--- src/rtl/ssio_pkg.sv ---
package ssio_pkg;

  // clock and time base: one enable pulse per microsecond
  localparam int unsigned CLK_HZ = 40_000_000;
  localparam int unsigned TICK_HZ = 1_000_000;
  localparam int unsigned TICK_CYC = CLK_HZ / TICK_HZ;
  localparam int unsigned TICKS_PER_MS = TICK_HZ / 1000;

  // power-on initialization, 1.5 s
  localparam int unsigned INIT_MS = 1500;
  localparam int unsigned INIT_TICKS = INIT_MS * TICKS_PER_MS;

  // ordinary sequence input response, 5 ms; filter leaves margin for sync and tick phase
  localparam int unsigned SEQ_RESP_MS = 5;
  localparam int unsigned SEQ_RESP_TICKS = SEQ_RESP_MS * TICKS_PER_MS;
  localparam int unsigned SEQ_FILT_TICKS = SEQ_RESP_TICKS * 4 / 5;

  // deviation-clear response, 1 ms
  localparam int unsigned DCLR_RESP_MS = 1;
  localparam int unsigned DCLR_RESP_TICKS = DCLR_RESP_MS * TICKS_PER_MS;
  localparam int unsigned DCLR_FILT_TICKS = DCLR_RESP_TICKS * 4 / 5;

  // alarm output and alarm reset delay, 5 ms
  localparam int unsigned ALM_DLY_MS = 5;
  localparam int unsigned ALM_DLY_TICKS = ALM_DLY_MS * TICKS_PER_MS;

  // ordinary sequence input lanes
  localparam int unsigned NSEQ = 4;
  localparam int unsigned SEQ_RUN = 0;
  localparam int unsigned SEQ_MODE = 1;
  localparam int unsigned SEQ_ARST = 2;
  localparam int unsigned SEQ_CLIM = 3;

  // register byte offsets
  localparam logic [11:0] REG_CTRL = 12'h000;
  localparam logic [11:0] REG_DEV_LIMIT = 12'h004;
  localparam logic [11:0] REG_MAX_SPD = 12'h008;
  localparam logic [11:0] REG_CUR_LVL = 12'h00c;
  localparam logic [11:0] REG_STATUS = 12'h010;
  localparam logic [11:0] REG_DEVIATION = 12'h014;
  localparam logic [11:0] REG_ORIGIN = 12'h018;

  // control bits
  localparam int unsigned CTRL_FAULT_BIT = 0;
  localparam int unsigned CTRL_ARST_BIT = 1;

  // status bits
  localparam int unsigned ST_INIT_BIT = 0;
  localparam int unsigned ST_ALM_OK_BIT = 1;
  localparam int unsigned ST_RDY_BIT = 2;
  localparam int unsigned ST_MODE_BIT = 3;
  localparam int unsigned ST_ZERO_BIT = 4;
  localparam int unsigned ST_CLIM_BIT = 5;
  localparam int unsigned ST_ALM_LSB = 6;

  // reset values, and the fixed zero-speed threshold
  localparam logic [31:0] DEV_LIMIT_RST = 32'h001e_8480;
  localparam logic [15:0] MAX_SPD_RST = 16'h0fff;
  localparam logic [15:0] CUR_LVL_RST = 16'h0800;
  localparam logic [15:0] ZERO_SPD_LVL = 16'h0010;

  typedef enum logic [0:0] {
    MODE_POS = 1'b0,
    MODE_TRQ = 1'b1
  } ssio_mode_e;

  typedef enum logic [1:0] {
    ALM_IDLE = 2'b00,
    ALM_DET = 2'b01,
    ALM_ON = 2'b10,
    ALM_RST = 2'b11
  } ssio_alm_e;

  function automatic logic [15:0] abs16(input logic [15:0] v);
    abs16 = v[15] ? 16'(-v) : v;
  endfunction

  function automatic logic [31:0] abs32(input logic [31:0] v);
    abs32 = v[31] ? 32'(-v) : v;
  endfunction

endpackage

--- src/rtl/ssio_in_filter.sv ---
`timescale 1ns/1ps
// two-flop synchroniser followed by a stability filter on the microsecond tick
module ssio_in_filter #(
  parameter int unsigned STABLE_TICKS = 4000,
  parameter int unsigned CW = 13
) (
  input wire logic pclk, // system clock
  input wire logic presetn, // async reset, active low
  input wire logic tick, // one-cycle microsecond enable
  input wire logic pin_in, // raw pin level
  output logic level_out // recognised level
);

  logic sync_a_ff;
  logic sync_b_ff;
  logic lvl_ff;
  logic [CW-1:0] cnt_ff;

  // metastability guard; only sync_b_ff is looked at
  always_ff @(posedge pclk or negedge presetn)
  begin
    if (!presetn)
    begin
      sync_a_ff <= 1'b0;
      sync_b_ff <= 1'b0;
    end
    else
    begin
      sync_a_ff <= pin_in;
      sync_b_ff <= sync_a_ff;
    end
  end

  // a glitch shorter than the stable time restarts the count and is dropped
  always_ff @(posedge pclk or negedge presetn)
  begin
    if (!presetn)
    begin
      cnt_ff <= '0;
      lvl_ff <= 1'b0;
    end
    else if (sync_b_ff == lvl_ff)
      cnt_ff <= '0;
    else if (tick)
    begin
      if (cnt_ff == CW'(STABLE_TICKS - 1))
      begin
        lvl_ff <= sync_b_ff;
        cnt_ff <= '0;
      end
      else
        cnt_ff <= cnt_ff + 1'b1;
    end
  end

  assign level_out = lvl_ff;
endmodule

--- src/rtl/ssio_top.sv ---
`timescale 1ns/1ps
// Functional notes
// - initialization completes about 1.5 s after a supply is switched on.
// - alarm-detection output turns ON (no alarm) when initialization completes.
// - servo-ready output asserts once servo-on is accepted.
// - ordinary sequence inputs are recognised within 5 ms.
// - deviation-clear recognised within 1 ms; host holds it at least 1 ms.
// - control-mode transition completes within 5 ms of the mode input change.
// - alarm-detection output updates about 5 ms after an alarm arises.
// - an active alarm clears about 5 ms after alarm-reset is asserted; the alarm-reset pin first passes its 4 ms input filter.
// - on torque-to-position switch, origin captured before switch is held.
// - maximum-speed setting is ignored in position control.
// - in torque control, torque is reduced once speed reaches maximum.
// - deviation above the deviation limit raises an alarm in position control.
module ssio_top #(
  parameter int unsigned INIT_TICKS = ssio_pkg::INIT_TICKS,
  parameter int unsigned SEQ_FILT_TICKS = ssio_pkg::SEQ_FILT_TICKS,
  parameter int unsigned DCLR_FILT_TICKS = ssio_pkg::DCLR_FILT_TICKS,
  parameter int unsigned ALM_DLY_TICKS = ssio_pkg::ALM_DLY_TICKS
) (
  input wire logic pclk, // 40 MHz system clock
  input wire logic presetn, // async reset, active low
  input wire logic psel, // apb select
  input wire logic penable, // apb access phase
  input wire logic pwrite, // apb direction
  input wire logic [11:0] paddr, // apb byte address
  input wire logic [31:0] pwdata, // apb write data
  output logic [31:0] prdata, // apb read data
  output logic pready, // apb ready
  output logic pslverr, // apb error on unmapped address
  input wire logic motor_pwr_in, // motor supply present pin
  input wire logic ctrl_pwr_in, // control supply present pin
  input wire logic run_in, // servo-on command pin
  input wire logic dev_clr_in, // deviation-clear pin
  input wire logic mode_sel_in, // mode select pin, 1 = torque
  input wire logic alm_rst_in, // alarm-reset pin
  input wire logic cur_lim_in, // current-limit request pin
  input wire logic step_in, // pulse-string step pin
  input wire logic dir_in, // pulse-string direction pin
  input wire logic fault_in, // internal fault from power stage
  input wire logic [31:0] pos_fb, // encoder position
  input wire logic [15:0] speed_fb, // signed motor speed
  input wire logic [15:0] trq_fb, // signed actual torque
  input wire logic [15:0] trq_cmd, // signed sampled analog torque command
  output logic alm_ok_out, // break-contact alarm output, 1 = no alarm
  output logic srv_rdy_out, // servo ready
  output logic zero_spd_out, // zero speed detected
  output logic cur_lim_det_out, // current limit reached
  output logic mode_act_out, // active mode, 1 = torque
  output logic [15:0] trq_out, // torque command to current loop
  output logic [31:0] pos_tgt_out, // position target
  output logic [31:0] dev_out // position deviation
);

  logic [5:0] div_ff;
  logic tick_ff;
  logic mpwr_a_ff, mpwr_b_ff, cpwr_a_ff, cpwr_b_ff;
  logic step_a_ff, step_b_ff, step_c_ff, dir_a_ff, dir_b_ff;
  logic [ssio_pkg::NSEQ-1:0] seq_pin;
  logic [ssio_pkg::NSEQ-1:0] seq_rec;
  logic dclr_rec;
  logic arst_d_ff;
  logic [23:0] init_cnt_ff;
  logic init_done_ff;
  ssio_pkg::ssio_alm_e alm_st_ff;
  logic [15:0] alm_cnt_ff;
  logic alm_ok_ff, srv_rdy_ff, zero_ff, clim_ff;
  ssio_pkg::ssio_mode_e mode_act_ff;
  ssio_pkg::ssio_mode_e mode_req;
  logic [31:0] cmd_pos_ff, origin_ff, dev_ff;
  logic [15:0] trq_out_ff;
  logic dev_over, spd_over, fault_now, arst_req;
  logic ctrl_fault_ff, sw_arst_ff;
  logic [31:0] dev_limit_ff;
  logic [15:0] max_spd_ff, cur_lvl_ff;
  logic [31:0] prdata_ff, rd_mux;
  logic addr_hit, wr_en;

  // microsecond enable; every slow timer counts these pulses
  always_ff @(posedge pclk or negedge presetn)
  begin
    if (!presetn)
    begin
      div_ff <= '0;
      tick_ff <= 1'b0;
    end
    else
    begin
      tick_ff <= (div_ff == 6'(ssio_pkg::TICK_CYC - 1));
      div_ff <= (div_ff == 6'(ssio_pkg::TICK_CYC - 1)) ? '0 : div_ff + 1'b1;
    end
  end

  // supply and pulse pins are asynchronous; second flop is the first one logic reads
  always_ff @(posedge pclk or negedge presetn)
  begin
    if (!presetn)
    begin
      {mpwr_a_ff, mpwr_b_ff, cpwr_a_ff, cpwr_b_ff} <= 4'h0;
      {step_a_ff, step_b_ff, step_c_ff, dir_a_ff, dir_b_ff} <= 5'h00;
    end
    else
    begin
      {mpwr_b_ff, mpwr_a_ff} <= {mpwr_a_ff, motor_pwr_in};
      {cpwr_b_ff, cpwr_a_ff} <= {cpwr_a_ff, ctrl_pwr_in};
      {step_c_ff, step_b_ff, step_a_ff} <= {step_b_ff, step_a_ff, step_in};
      {dir_b_ff, dir_a_ff} <= {dir_a_ff, dir_in};
    end
  end

  // ordinary sequence inputs share one filter length
  assign seq_pin[ssio_pkg::SEQ_RUN] = run_in;
  assign seq_pin[ssio_pkg::SEQ_MODE] = mode_sel_in;
  assign seq_pin[ssio_pkg::SEQ_ARST] = alm_rst_in;
  assign seq_pin[ssio_pkg::SEQ_CLIM] = cur_lim_in;

  for (genvar gi = 0; gi < ssio_pkg::NSEQ; gi++)
  begin : g_seq
    ssio_in_filter #(.STABLE_TICKS(SEQ_FILT_TICKS), .CW(16)) u_filt (
      .pclk(pclk),
      .presetn(presetn),
      .tick(tick_ff),
      .pin_in(seq_pin[gi]),
      .level_out(seq_rec[gi])
    );
  end

  // deviation clear uses the short filter
  ssio_in_filter #(.STABLE_TICKS(DCLR_FILT_TICKS), .CW(16)) u_dclr (
    .pclk(pclk),
    .presetn(presetn),
    .tick(tick_ff),
    .pin_in(dev_clr_in),
    .level_out(dclr_rec)
  );

  // initialization timer restarts whenever both supplies are gone
  always_ff @(posedge pclk or negedge presetn)
  begin
    if (!presetn)
    begin
      init_cnt_ff <= '0;
      init_done_ff <= 1'b0;
    end
    else if (!(mpwr_b_ff || cpwr_b_ff))
    begin
      init_cnt_ff <= '0;
      init_done_ff <= 1'b0;
    end
    else if (!init_done_ff && tick_ff)
    begin
      if (init_cnt_ff == 24'(INIT_TICKS - 1))
        init_done_ff <= 1'b1;
      else
        init_cnt_ff <= init_cnt_ff + 1'b1;
    end
  end

  // alarm sources and reset requests (reset is edge-triggered so a held pin cannot loop)
  assign fault_now = fault_in || dev_over || ctrl_fault_ff;
  assign arst_req = (seq_rec[ssio_pkg::SEQ_ARST] && !arst_d_ff) || sw_arst_ff;

  always_ff @(posedge pclk or negedge presetn)
  begin
    if (!presetn)
      arst_d_ff <= 1'b0;
    else
      arst_d_ff <= seq_rec[ssio_pkg::SEQ_ARST];
  end

  // alarm sequencer: detection delay, latched alarm, reset delay
  always_ff @(posedge pclk or negedge presetn)
  begin
    if (!presetn)
    begin
      alm_st_ff <= ssio_pkg::ALM_IDLE;
      alm_cnt_ff <= '0;
    end
    else
    begin
      case (alm_st_ff)
        ssio_pkg::ALM_IDLE:
        begin
          alm_cnt_ff <= '0;
          if (fault_now)
            alm_st_ff <= ssio_pkg::ALM_DET;
        end
        ssio_pkg::ALM_DET:
        begin
          if (tick_ff)
          begin
            if (alm_cnt_ff == 16'(ALM_DLY_TICKS - 1))
            begin
              alm_st_ff <= ssio_pkg::ALM_ON;
              alm_cnt_ff <= '0;
            end
            else
              alm_cnt_ff <= alm_cnt_ff + 1'b1;
          end
        end
        ssio_pkg::ALM_ON:
        begin
          alm_cnt_ff <= '0;
          if (arst_req)
            alm_st_ff <= ssio_pkg::ALM_RST;
        end
        ssio_pkg::ALM_RST:
        begin
          if (tick_ff)
          begin
            if (alm_cnt_ff == 16'(ALM_DLY_TICKS - 1))
            begin
              // a fault still present re-latches instead of clearing
              alm_st_ff <= fault_now ? ssio_pkg::ALM_ON : ssio_pkg::ALM_IDLE;
              alm_cnt_ff <= '0;
            end
            else
              alm_cnt_ff <= alm_cnt_ff + 1'b1;
          end
        end
        default:
        begin
          alm_st_ff <= ssio_pkg::ALM_IDLE;
          alm_cnt_ff <= '0;
        end
      endcase
    end
  end

  // break-contact output: ON only after init and while no alarm is shown
  always_ff @(posedge pclk or negedge presetn)
  begin
    if (!presetn)
    begin
      alm_ok_ff <= 1'b0;
      srv_rdy_ff <= 1'b0;
    end
    else
    begin
      alm_ok_ff <= init_done_ff && (alm_st_ff != ssio_pkg::ALM_ON) && (alm_st_ff != ssio_pkg::ALM_RST);
      srv_rdy_ff <= seq_rec[ssio_pkg::SEQ_RUN] && alm_ok_ff && mpwr_b_ff;
    end
  end

  // mode follows the recognised select one cycle later, well inside the 5 ms budget
  assign mode_req = seq_rec[ssio_pkg::SEQ_MODE] ? ssio_pkg::MODE_TRQ : ssio_pkg::MODE_POS;

  always_ff @(posedge pclk or negedge presetn)
  begin
    if (!presetn)
      mode_act_ff <= ssio_pkg::MODE_POS;
    else
      mode_act_ff <= mode_req;
  end

  // position command: pulses in position mode, tracks encoder in torque mode
  always_ff @(posedge pclk or negedge presetn)
  begin
    if (!presetn)
    begin
      cmd_pos_ff <= '0;
      origin_ff <= '0;
    end
    else if (mode_act_ff == ssio_pkg::MODE_TRQ)
    begin
      if (mode_req == ssio_pkg::MODE_TRQ)
      begin
        origin_ff <= pos_fb;
        cmd_pos_ff <= pos_fb;
      end
      else
        cmd_pos_ff <= origin_ff;
    end
    else if (dclr_rec)
      cmd_pos_ff <= pos_fb;
    else if (step_b_ff && !step_c_ff)
      cmd_pos_ff <= dir_b_ff ? cmd_pos_ff - 1'b1 : cmd_pos_ff + 1'b1;
  end

  // deviation register and limit check
  always_ff @(posedge pclk or negedge presetn)
  begin
    if (!presetn)
      dev_ff <= '0;
    else
      dev_ff <= cmd_pos_ff - pos_fb;
  end

  assign dev_over = (mode_act_ff == ssio_pkg::MODE_POS) && (ssio_pkg::abs32(dev_ff) > dev_limit_ff);

  // speed limit only applies to torque control
  assign spd_over = (mode_act_ff == ssio_pkg::MODE_TRQ) && (ssio_pkg::abs16(speed_fb) >= max_spd_ff);

  // torque output halves at the speed limit rather than cutting off, to avoid chatter
  always_ff @(posedge pclk or negedge presetn)
  begin
    if (!presetn)
      trq_out_ff <= '0;
    else if (!srv_rdy_ff || mode_act_ff != ssio_pkg::MODE_TRQ)
      trq_out_ff <= '0;
    else if (spd_over)
      trq_out_ff <= 16'($signed(trq_cmd) >>> 1);
    else
      trq_out_ff <= trq_cmd;
  end

  // hit-and-stop indicators for the host
  always_ff @(posedge pclk or negedge presetn)
  begin
    if (!presetn)
    begin
      zero_ff <= 1'b0;
      clim_ff <= 1'b0;
    end
    else
    begin
      zero_ff <= ssio_pkg::abs16(speed_fb) <= ssio_pkg::ZERO_SPD_LVL;
      clim_ff <= seq_rec[ssio_pkg::SEQ_CLIM] && (ssio_pkg::abs16(trq_fb) >= cur_lvl_ff);
    end
  end

  // apb decode; zero wait states
  always_comb
  begin
    addr_hit = 1'b1;
    rd_mux = 32'h0000_0000;
    case (paddr)
      ssio_pkg::REG_CTRL:
        rd_mux[ssio_pkg::CTRL_FAULT_BIT] = ctrl_fault_ff;
      ssio_pkg::REG_DEV_LIMIT:
        rd_mux = dev_limit_ff;
      ssio_pkg::REG_MAX_SPD:
        rd_mux[15:0] = max_spd_ff;
      ssio_pkg::REG_CUR_LVL:
        rd_mux[15:0] = cur_lvl_ff;
      ssio_pkg::REG_STATUS:
      begin
        rd_mux[ssio_pkg::ST_INIT_BIT] = init_done_ff;
        rd_mux[ssio_pkg::ST_ALM_OK_BIT] = alm_ok_ff;
        rd_mux[ssio_pkg::ST_RDY_BIT] = srv_rdy_ff;
        rd_mux[ssio_pkg::ST_MODE_BIT] = mode_act_ff;
        rd_mux[ssio_pkg::ST_ZERO_BIT] = zero_ff;
        rd_mux[ssio_pkg::ST_CLIM_BIT] = clim_ff;
        rd_mux[ssio_pkg::ST_ALM_LSB +: 2] = alm_st_ff;
      end
      ssio_pkg::REG_DEVIATION:
        rd_mux = dev_ff;
      ssio_pkg::REG_ORIGIN:
        rd_mux = origin_ff;
      default:
        addr_hit = 1'b0;
    endcase
  end

  assign wr_en = psel && penable && pwrite && addr_hit;

  // writable registers; alarm-reset bit is a self-clearing pulse
  always_ff @(posedge pclk or negedge presetn)
  begin
    if (!presetn)
    begin
      ctrl_fault_ff <= 1'b0;
      sw_arst_ff <= 1'b0;
      dev_limit_ff <= ssio_pkg::DEV_LIMIT_RST;
      max_spd_ff <= ssio_pkg::MAX_SPD_RST;
      cur_lvl_ff <= ssio_pkg::CUR_LVL_RST;
    end
    else
    begin
      sw_arst_ff <= wr_en && (paddr == ssio_pkg::REG_CTRL) && pwdata[ssio_pkg::CTRL_ARST_BIT];
      if (wr_en && paddr == ssio_pkg::REG_CTRL)
        ctrl_fault_ff <= pwdata[ssio_pkg::CTRL_FAULT_BIT];
      if (wr_en && paddr == ssio_pkg::REG_DEV_LIMIT)
        dev_limit_ff <= pwdata;
      if (wr_en && paddr == ssio_pkg::REG_MAX_SPD)
        max_spd_ff <= pwdata[15:0];
      if (wr_en && paddr == ssio_pkg::REG_CUR_LVL)
        cur_lvl_ff <= pwdata[15:0];
    end
  end

  // read data captured in the setup cycle so it is a flop in the access cycle
  always_ff @(posedge pclk or negedge presetn)
  begin
    if (!presetn)
      prdata_ff <= '0;
    else if (psel && !penable && !pwrite)
      prdata_ff <= rd_mux;
  end

  assign prdata = prdata_ff;
  assign pready = 1'b1;
  assign pslverr = psel && penable && !addr_hit;
  assign alm_ok_out = alm_ok_ff;
  assign srv_rdy_out = srv_rdy_ff;
  assign zero_spd_out = zero_ff;
  assign cur_lim_det_out = clim_ff;
  assign mode_act_out = mode_act_ff;
  assign trq_out = trq_out_ff;
  assign pos_tgt_out = cmd_pos_ff;
  assign dev_out = dev_ff;
endmodule

--- config.mk ---
export PLATFORM = sky130hd
export DESIGN_NAME = ssio_top
export DESIGN_NICKNAME = d
export VERILOG_FILES = /design/src/rtl/ssio_pkg.sv /design/src/rtl/ssio_in_filter.sv /design/src/rtl/ssio_top.sv
export SDC_FILE = /design/constraint.sdc
export NUM_CORES = 1
export LEC_CHECK = 0
export BUFFER_PORTS_ARGS = -buffer_cell sky130_fd_sc_hd__buf_2
export CORE_ASPECT_RATIO = 1.25
export CORE_MARGIN = 2
export CORE_UTILIZATION = 50
export CTS_CLUSTER_SIZE = 12
export DETAILED_ROUTE_END_ITERATION = 8
export PLACE_DENSITY = 0.68
export SYNTH_ARGS = -nofsm -noshare
export SYNTH_HDL_FRONTEND = slang
export SYNTH_SLANG_ARGS = --single-unit
--- constraint.sdc ---
create_clock -name pclk -period 7 [get_ports pclk]
set_input_delay 1.4 -clock pclk [delete_from_list [all_inputs] [get_ports pclk]]
set_output_delay 1.4 -clock pclk [all_outputs]
set_load 0.01 [all_outputs]
# Word-level counts from Yosys, hierarchy flattened
# Cells that the tools add are included.
# totals
regBits	370
output_inout_bits	119
inputBits	139
# op_classes
n_addsub	14
n_lt_le_gt_ge	4
n_bitwise	6
n_reduce_logical	52
mux	49
n_eq_ne	34
# op_table
cell	count
16-bit 2-to-1 mux	20
32-bit 2-to-1 mux	6
16-bit by 1-bit adder with 16-bit output, second input constant	6
24-bit 2-to-1 mux	3
16-bit by 12-bit equality test with 1-bit output, second input constant	4
16-bit one-hot mux with 3 select lines	1
7-bit one-hot mux with 6 select lines	1
8-bit one-hot mux with 5 select lines	1
12-bit by 5-bit equality test with 1-bit output, second input constant	3
32-bit by 1-bit adder with 32-bit output, second input constant	1
16-bit >= comparator	2
32-bit > comparator	1
16-bit negation	2
32-bit negation	1
16-bit one-hot mux with 2 select lines	1
32-bit by 1-bit subtractor with 32-bit output, second input constant	1
32-bit subtractor	1
24-bit by 1-bit adder with 24-bit output, second input constant	1
12-bit by 4-bit equality test with 1-bit output, second input constant	2
24-bit by 21-bit equality test with 1-bit output, second input constant	1
1-bit logical AND	21
2-bit != test, second input constant	9
16-bit by 10-bit equality test with 1-bit output, second input constant	1
16-bit by 13-bit equality test with 1-bit output, second input constant	1
other kinds (26)	68

# Longest topological paths before layout
# depth
ltp_word	10
ltp_mapped	17

# Modules after synthesis
# From an unflattened synthesis, not the netlist that was laid out.
# unflattened
cells_unflattened	2438
area_unflattened_um2	22417.8
# by_module_without_submodules
module	area_each_um2	cells_per_inst	n_inst
ssio_top	17065.1	1880	1
ssio_in_filter (g_seq[0].u_filt ...)	1088.5	114	4
ssio_in_filter (u_dclr)	998.5	102	1

# Worst setup path after synthesis
# No wires, ideal clock.
# synth_timing
path_type	input-to-reg
startpoint	input port speed_fb[5]
endpoint	register trq_out_ff[10], in the netlist trq_out[10]
setup_slack_ns	2.342
required_ns	6.868
arrival_ns	4.526
setup_time_ns	0.132
path_stages	15
path_buffers	1
cell_sequence	or4_1 -> or2_2 -> o31ai_1 -> xnor2_1 -> ha_1 -> a21o_1 -> a21o_1 -> a21oi_1 -> o21ai_0 -> nor3_1 -> o21a_1 -> o31ai_2 -> buf_4 -> mux2i_1 -> nor2_1
# synth_via
elab_chain_cells	6
# synth_lines
element	line_no	rtl
start: declaration	ssio_top.sv:42	input wire logic [15:0] speed_fb,
16-bit negation	ssio_pkg.sv:75	abs16 = v[15] ? 16'(-v) : v;
16-bit 2-to-1 mux *	ssio_pkg.sv:75	
16-bit >= comparator *	ssio_top.sv:292	assign spd_over = (mode_act_ff == ssio_pkg::MODE_TRQ) && (ssio_pkg::abs16(speed_fb) >= max_spd_ff);
1-bit logical AND *	ssio_top.sv:292	
15-bit 2-to-1 mux *	ssio_top.sv:301	else if (spd_over)
16-bit 2-to-1 mux *	ssio_top.sv:299	else if (!srv_rdy_ff || mode_act_ff != ssio_pkg::MODE_TRQ)
end signal: assignment	ssio_top.sv:302	trq_out_ff <= 16'($signed(trq_cmd) >>> 1);
end signal: assignment	ssio_top.sv:304	trq_out_ff <= trq_cmd;
end: declaration	ssio_top.sv:71	logic [15:0] trq_out_ff;
# Mark *: on every way between the ends. The rest lies on a longest branch, timed or not.
# A chain may end at the register's enable or synchronous reset.

# Worst setup path after layout
# layout_timing
startpoint	register dev_ff[2], in the netlist dev_out[2]
endpoint	register alm_st_ff[0]
# layout_via
elab_chain_cells	8
# layout_lines
element	line_no	rtl
start: declaration	ssio_top.sv:70	logic [31:0] cmd_pos_ff, origin_ff, dev_ff;
start signal: assignment	ssio_top.sv:286	dev_ff <= cmd_pos_ff - pos_fb;
32-bit negation	ssio_pkg.sv:79	abs32 = v[31] ? 32'(-v) : v;
32-bit 2-to-1 mux *	ssio_pkg.sv:79	
32-bit > comparator *	ssio_top.sv:289	assign dev_over = (mode_act_ff == ssio_pkg::MODE_POS) && (ssio_pkg::abs32(dev_ff) > dev_limit_ff);
1-bit logical AND *	ssio_top.sv:289	
1-bit logical OR * (2 in series)	ssio_top.sv:160	assign fault_now = fault_in || dev_over || ctrl_fault_ff;
2-bit != test (no source line) *	n/a	
6-bit AND reduction (no source line) *	n/a	
end signal: assignment	ssio_top.sv:176	alm_st_ff <= ssio_pkg::ALM_IDLE;
end signal: assignment	ssio_top.sv:186	alm_st_ff <= ssio_pkg::ALM_DET;
end signal: assignment	ssio_top.sv:194	alm_st_ff <= ssio_pkg::ALM_ON;
end: declaration	ssio_top.sv:65	ssio_pkg::ssio_alm_e alm_st_ff;
# Marks and branches as above.

==> results.md <==
* Die X at 191 um
* Via count at roughly 19,000
* Initial core utilization at 0.507
* Relative slew slack at 0.232
* Area leader, netlist: dfrtp_1
* Largest net degree at the start of global routing at 155
* DR pass1 iterations at 8
* Port Buffers at 256
* Worst Path Max Fanout at 6
* Routed len/inst at 19.1 um
* CP Capture Type: flip-flop
* Post-Syn Area at 0.0219 mm^2
* Min Clock Period, post-route at 4810 ps
* Num CTS Buffers at 40
* Fin nets at 2,915
* Register bit total from synthesis at 370
* Final hold violations at 0
* Sw Ratio at 0.363
* Number of routed nets with antenna violations at 0
* Switching Power at 2740 uW
* Clk sinks at 370
* Slew Viols, Final at 0
* GR Layer Usage met2 at 0.432
* Hold WC Path Type: reg2reg
* Area contributors post-synth: dfrtp_1 40%, ha_1 7.8%, o21ai_0 6.3%, nand2_1 4.7%, xnor2_1 4.0%
* Met1 global-route usage at 0.377
* Clk slew on worst S/H paths at approximately 60 ps
* CP max stage delay at 650 ps
* Most common cell in the netlist: dfrtp_1
* Initial antenna violation count at 5
* Synth Area per Inst at 9.09 um^2
* Fin area at around 0.025 mm^2
* Status: complete, no violations
* Core area at roughly 0.043 mm^2
* P_leak at 0.0120 uW
* Dpl ws at 1640 ps
* Cts hold-fix bufs at 0
* Vias in the first global route at approximately 18,000
* PwrDens at 301 mW/mm^2
* DIE AREA at around 0.045 mm^2
* # DRC at 0
* Post-synth EDFFs at 0
* Setup violators final at 0
* Die Ht at 238 um
* Grt met3 use at 0.0391
* CTS max path bufs at 3
* Tcrit/Tclk final at 0.688
* Post-CTS sizing at 0
* RSZ-0062 raised after global routing: false
* Fmax at 208 MHz
* Slowest cell on crit path: or4_4
* WP data required at 7370 ps
* Total Power at 7540 uW
* Most Used Layer, Global Route: met2
* CTS tree: yes
* Pint at 4800 uW
* Global route overflow at 0
* Worst vdd ir at about 170 uV
* Post-synth top area share at 0.400
* Asr flop ratio synth at 1.00
* TNS Setup at 0 ps
* Slew @ Worst Pin at 1150 ps
* WP buf/inv at 0
* Drt first-iter violations at 1,328
* Drt total wl at 61.8 mm
* Leading cell types by count after synthesis: 350 x dfrtp_1, 276 x o21ai_0, 273 x nand2_1, 202 x nor2_1, 137 x inv_1
* Library cells used by synthesis at 85
* Comb pwr share at 0.356
* Synth Instances at about 2,400
* R2r setup slk at about 2200 ps
* Startpoint types: flip-flop
* Syn Nets at about 2,700
* Flop pwr share at 0.363
* Critical-path cell list: nor3_1 > nand4_1 > or4_4 > o31ai_1 > xnor2_1 > ha_1 > a21o_1 > a21o_1 > a21o_1 > a21o_1 > a221o_1 > nand3_1 > a31oi_1 > o41ai_1 > o21ai_0
* Io pins at 258
* Cell repeated most along the worst path: a21o_1
* CP top delay family: compound AO/OA/AOI/OAI gates
* Share of cells above drive strength 1 at 0.150
* CTS root buffer: clkbuf_16
* Post-DP HPWL at 46.6 mm
* Placed cell area at 0.0237 mm^2
* GRT Total Usage at 0.272
* Area growth, synth to finish at 14.4%
* Placer Congestion at 0.945
* Yosys warnings at 0
* Placement Rows at 85
* First-pass GRT wire length at 97.8 mm
* Clock power share at 0.281
* Number of H-tree levels at 2
* Final worst slack at 2190 ps
* Top FF cell, synth: dfrtp_1
* CP arrival at 5180 ps
* Clock latency on the worst-skew pair at between 500 and 600 ps
* Worst Setup Path Type: reg2reg
* Max-cap violations at 0
* Post-CTS Setup Bufs at 0
* Worst Skew at 17.9 ps
* Drt via density at 5.85
* Register area share after synthesis at 0.424
## flip-flops by register name (all words and copies together) (netlist names), 24 cells and up
register	flops
dev_limit_ff	32
dev_out	32
g_seq.u_filt.cnt_ff	64
init_cnt_ff	24
origin_ff	32
pos_tgt_out	32
prdata	32
## cell usage in the layout, fill, tap and decap left out, drive strengths merged, types with 19 or more instances in the layout
| cell type | count |
|---|---|
| and3 | 34 |
| dfstp | 20 |
| nand2 | 274 |
| mux2i | 33 |
| nor2 | 202 |
| nand4 | 34 |
| a222oi | 33 |
| xor2 | 65 |
| inv | 139 |
| o31ai | 41 |
| nor2b | 33 |
| a21oi | 86 |
| o41ai | 26 |
| clkbuf | 63 |
| dfrtp | 350 |
| nor3 | 26 |
| buf | 276 |
| nand2b | 31 |
| nor4 | 19 |
| xnor2 | 99 |
| o21ai | 291 |
| nand3 | 83 |
| a21o | 64 |
| ha | 136 |
| a22oi | 24 |
## through the flow
step | hold WS [ps] | std cells | util
5_1_grt | 357 | 3233 | 0.580
6_report | 348 | 3234 | 0.580
2_1_floorplan | 331 | 2410 | -
4_1_cts | 348 | 3230 | 0.580
3_3_place_gp | 338 | 3161 | 0.549
3_5_place_dp | 335 | 3161 | 0.549
## cell type report
type | count | area [um^2]
Timing Repair Buffer | 276 | 1450
Tap cell | 565 | 707
Sequential cell | 370 | 9280
Multi-Input combinational cell | 1812 | 11800
Fill cell | 3916 | 18100
Antenna cell | 4 | 10.0
Clock buffer | 63 | 1210
Clock inverter | 6 | 95.1
Inverter | 138 | 518
## power groups by stage
stage / Sequential [uW] / Clock (uW) / Combinational, uW
4_1_cts: 2720 / 2170 / 2680
3_3_place_gp: 2740 / 0 / 2610
3_5_place_dp: 2760 / 0 / 2660
2_1_floorplan: 2690 / 0 / 1880
5_1_grt: 2760 / 2250 / 2990
6_report: 2730 / 2120 / 2680
## path summary, 6_finish.rpt
kind / depth (start not counted) / start / end
worst max register to register: 15 / dev_out[2] / alm_st_ff[0]
worst min-delay path: 0 / u_dclr.sync_a_ff / u_dclr.sync_b_ff
worst max-delay path: 15 / dev_out[2] / alm_st_ff[0]
min in group asynchronous: 1 / presetn / g_seq[0].u_filt.cnt_ff[9]
max in group asynchronous: 2 / presetn / trq_out[1]
worst min register to register: 0 / u_dclr.sync_a_ff / u_dclr.sync_b_ff
## per-layer routing
metal / vias up / part of all wire
li1: 9087 / -
met1: 9082 / 0.44
met2: 623 / 0.45
met3: 123 / 0.065
met4: 2 / 0.041
met5: - / 0.00024
## cells by family (layout without fill, tap and decap cells)
| logic type | Yosys count | count (layout) | share of synthesized area |
|---|---|---|---|
| adders and majority gates | 138 | 138 | 0.0795 |
| muxes | 42 | 42 | 0.0197 |
| xor gates and xnor gates | 164 | 164 | 0.0656 |
| AOI/OAI and AO/OA | 675 | 675 | 0.200 |
| other | 1 | 5 | 0.000171 |
| DFF | 370 | 370 | 0.424 |
| buffers and inverters | 228 | 483 | 0.0405 |
| and+or+nand+nor | 792 | 792 | 0.171 |
Power figures use the tool's default switching activity.
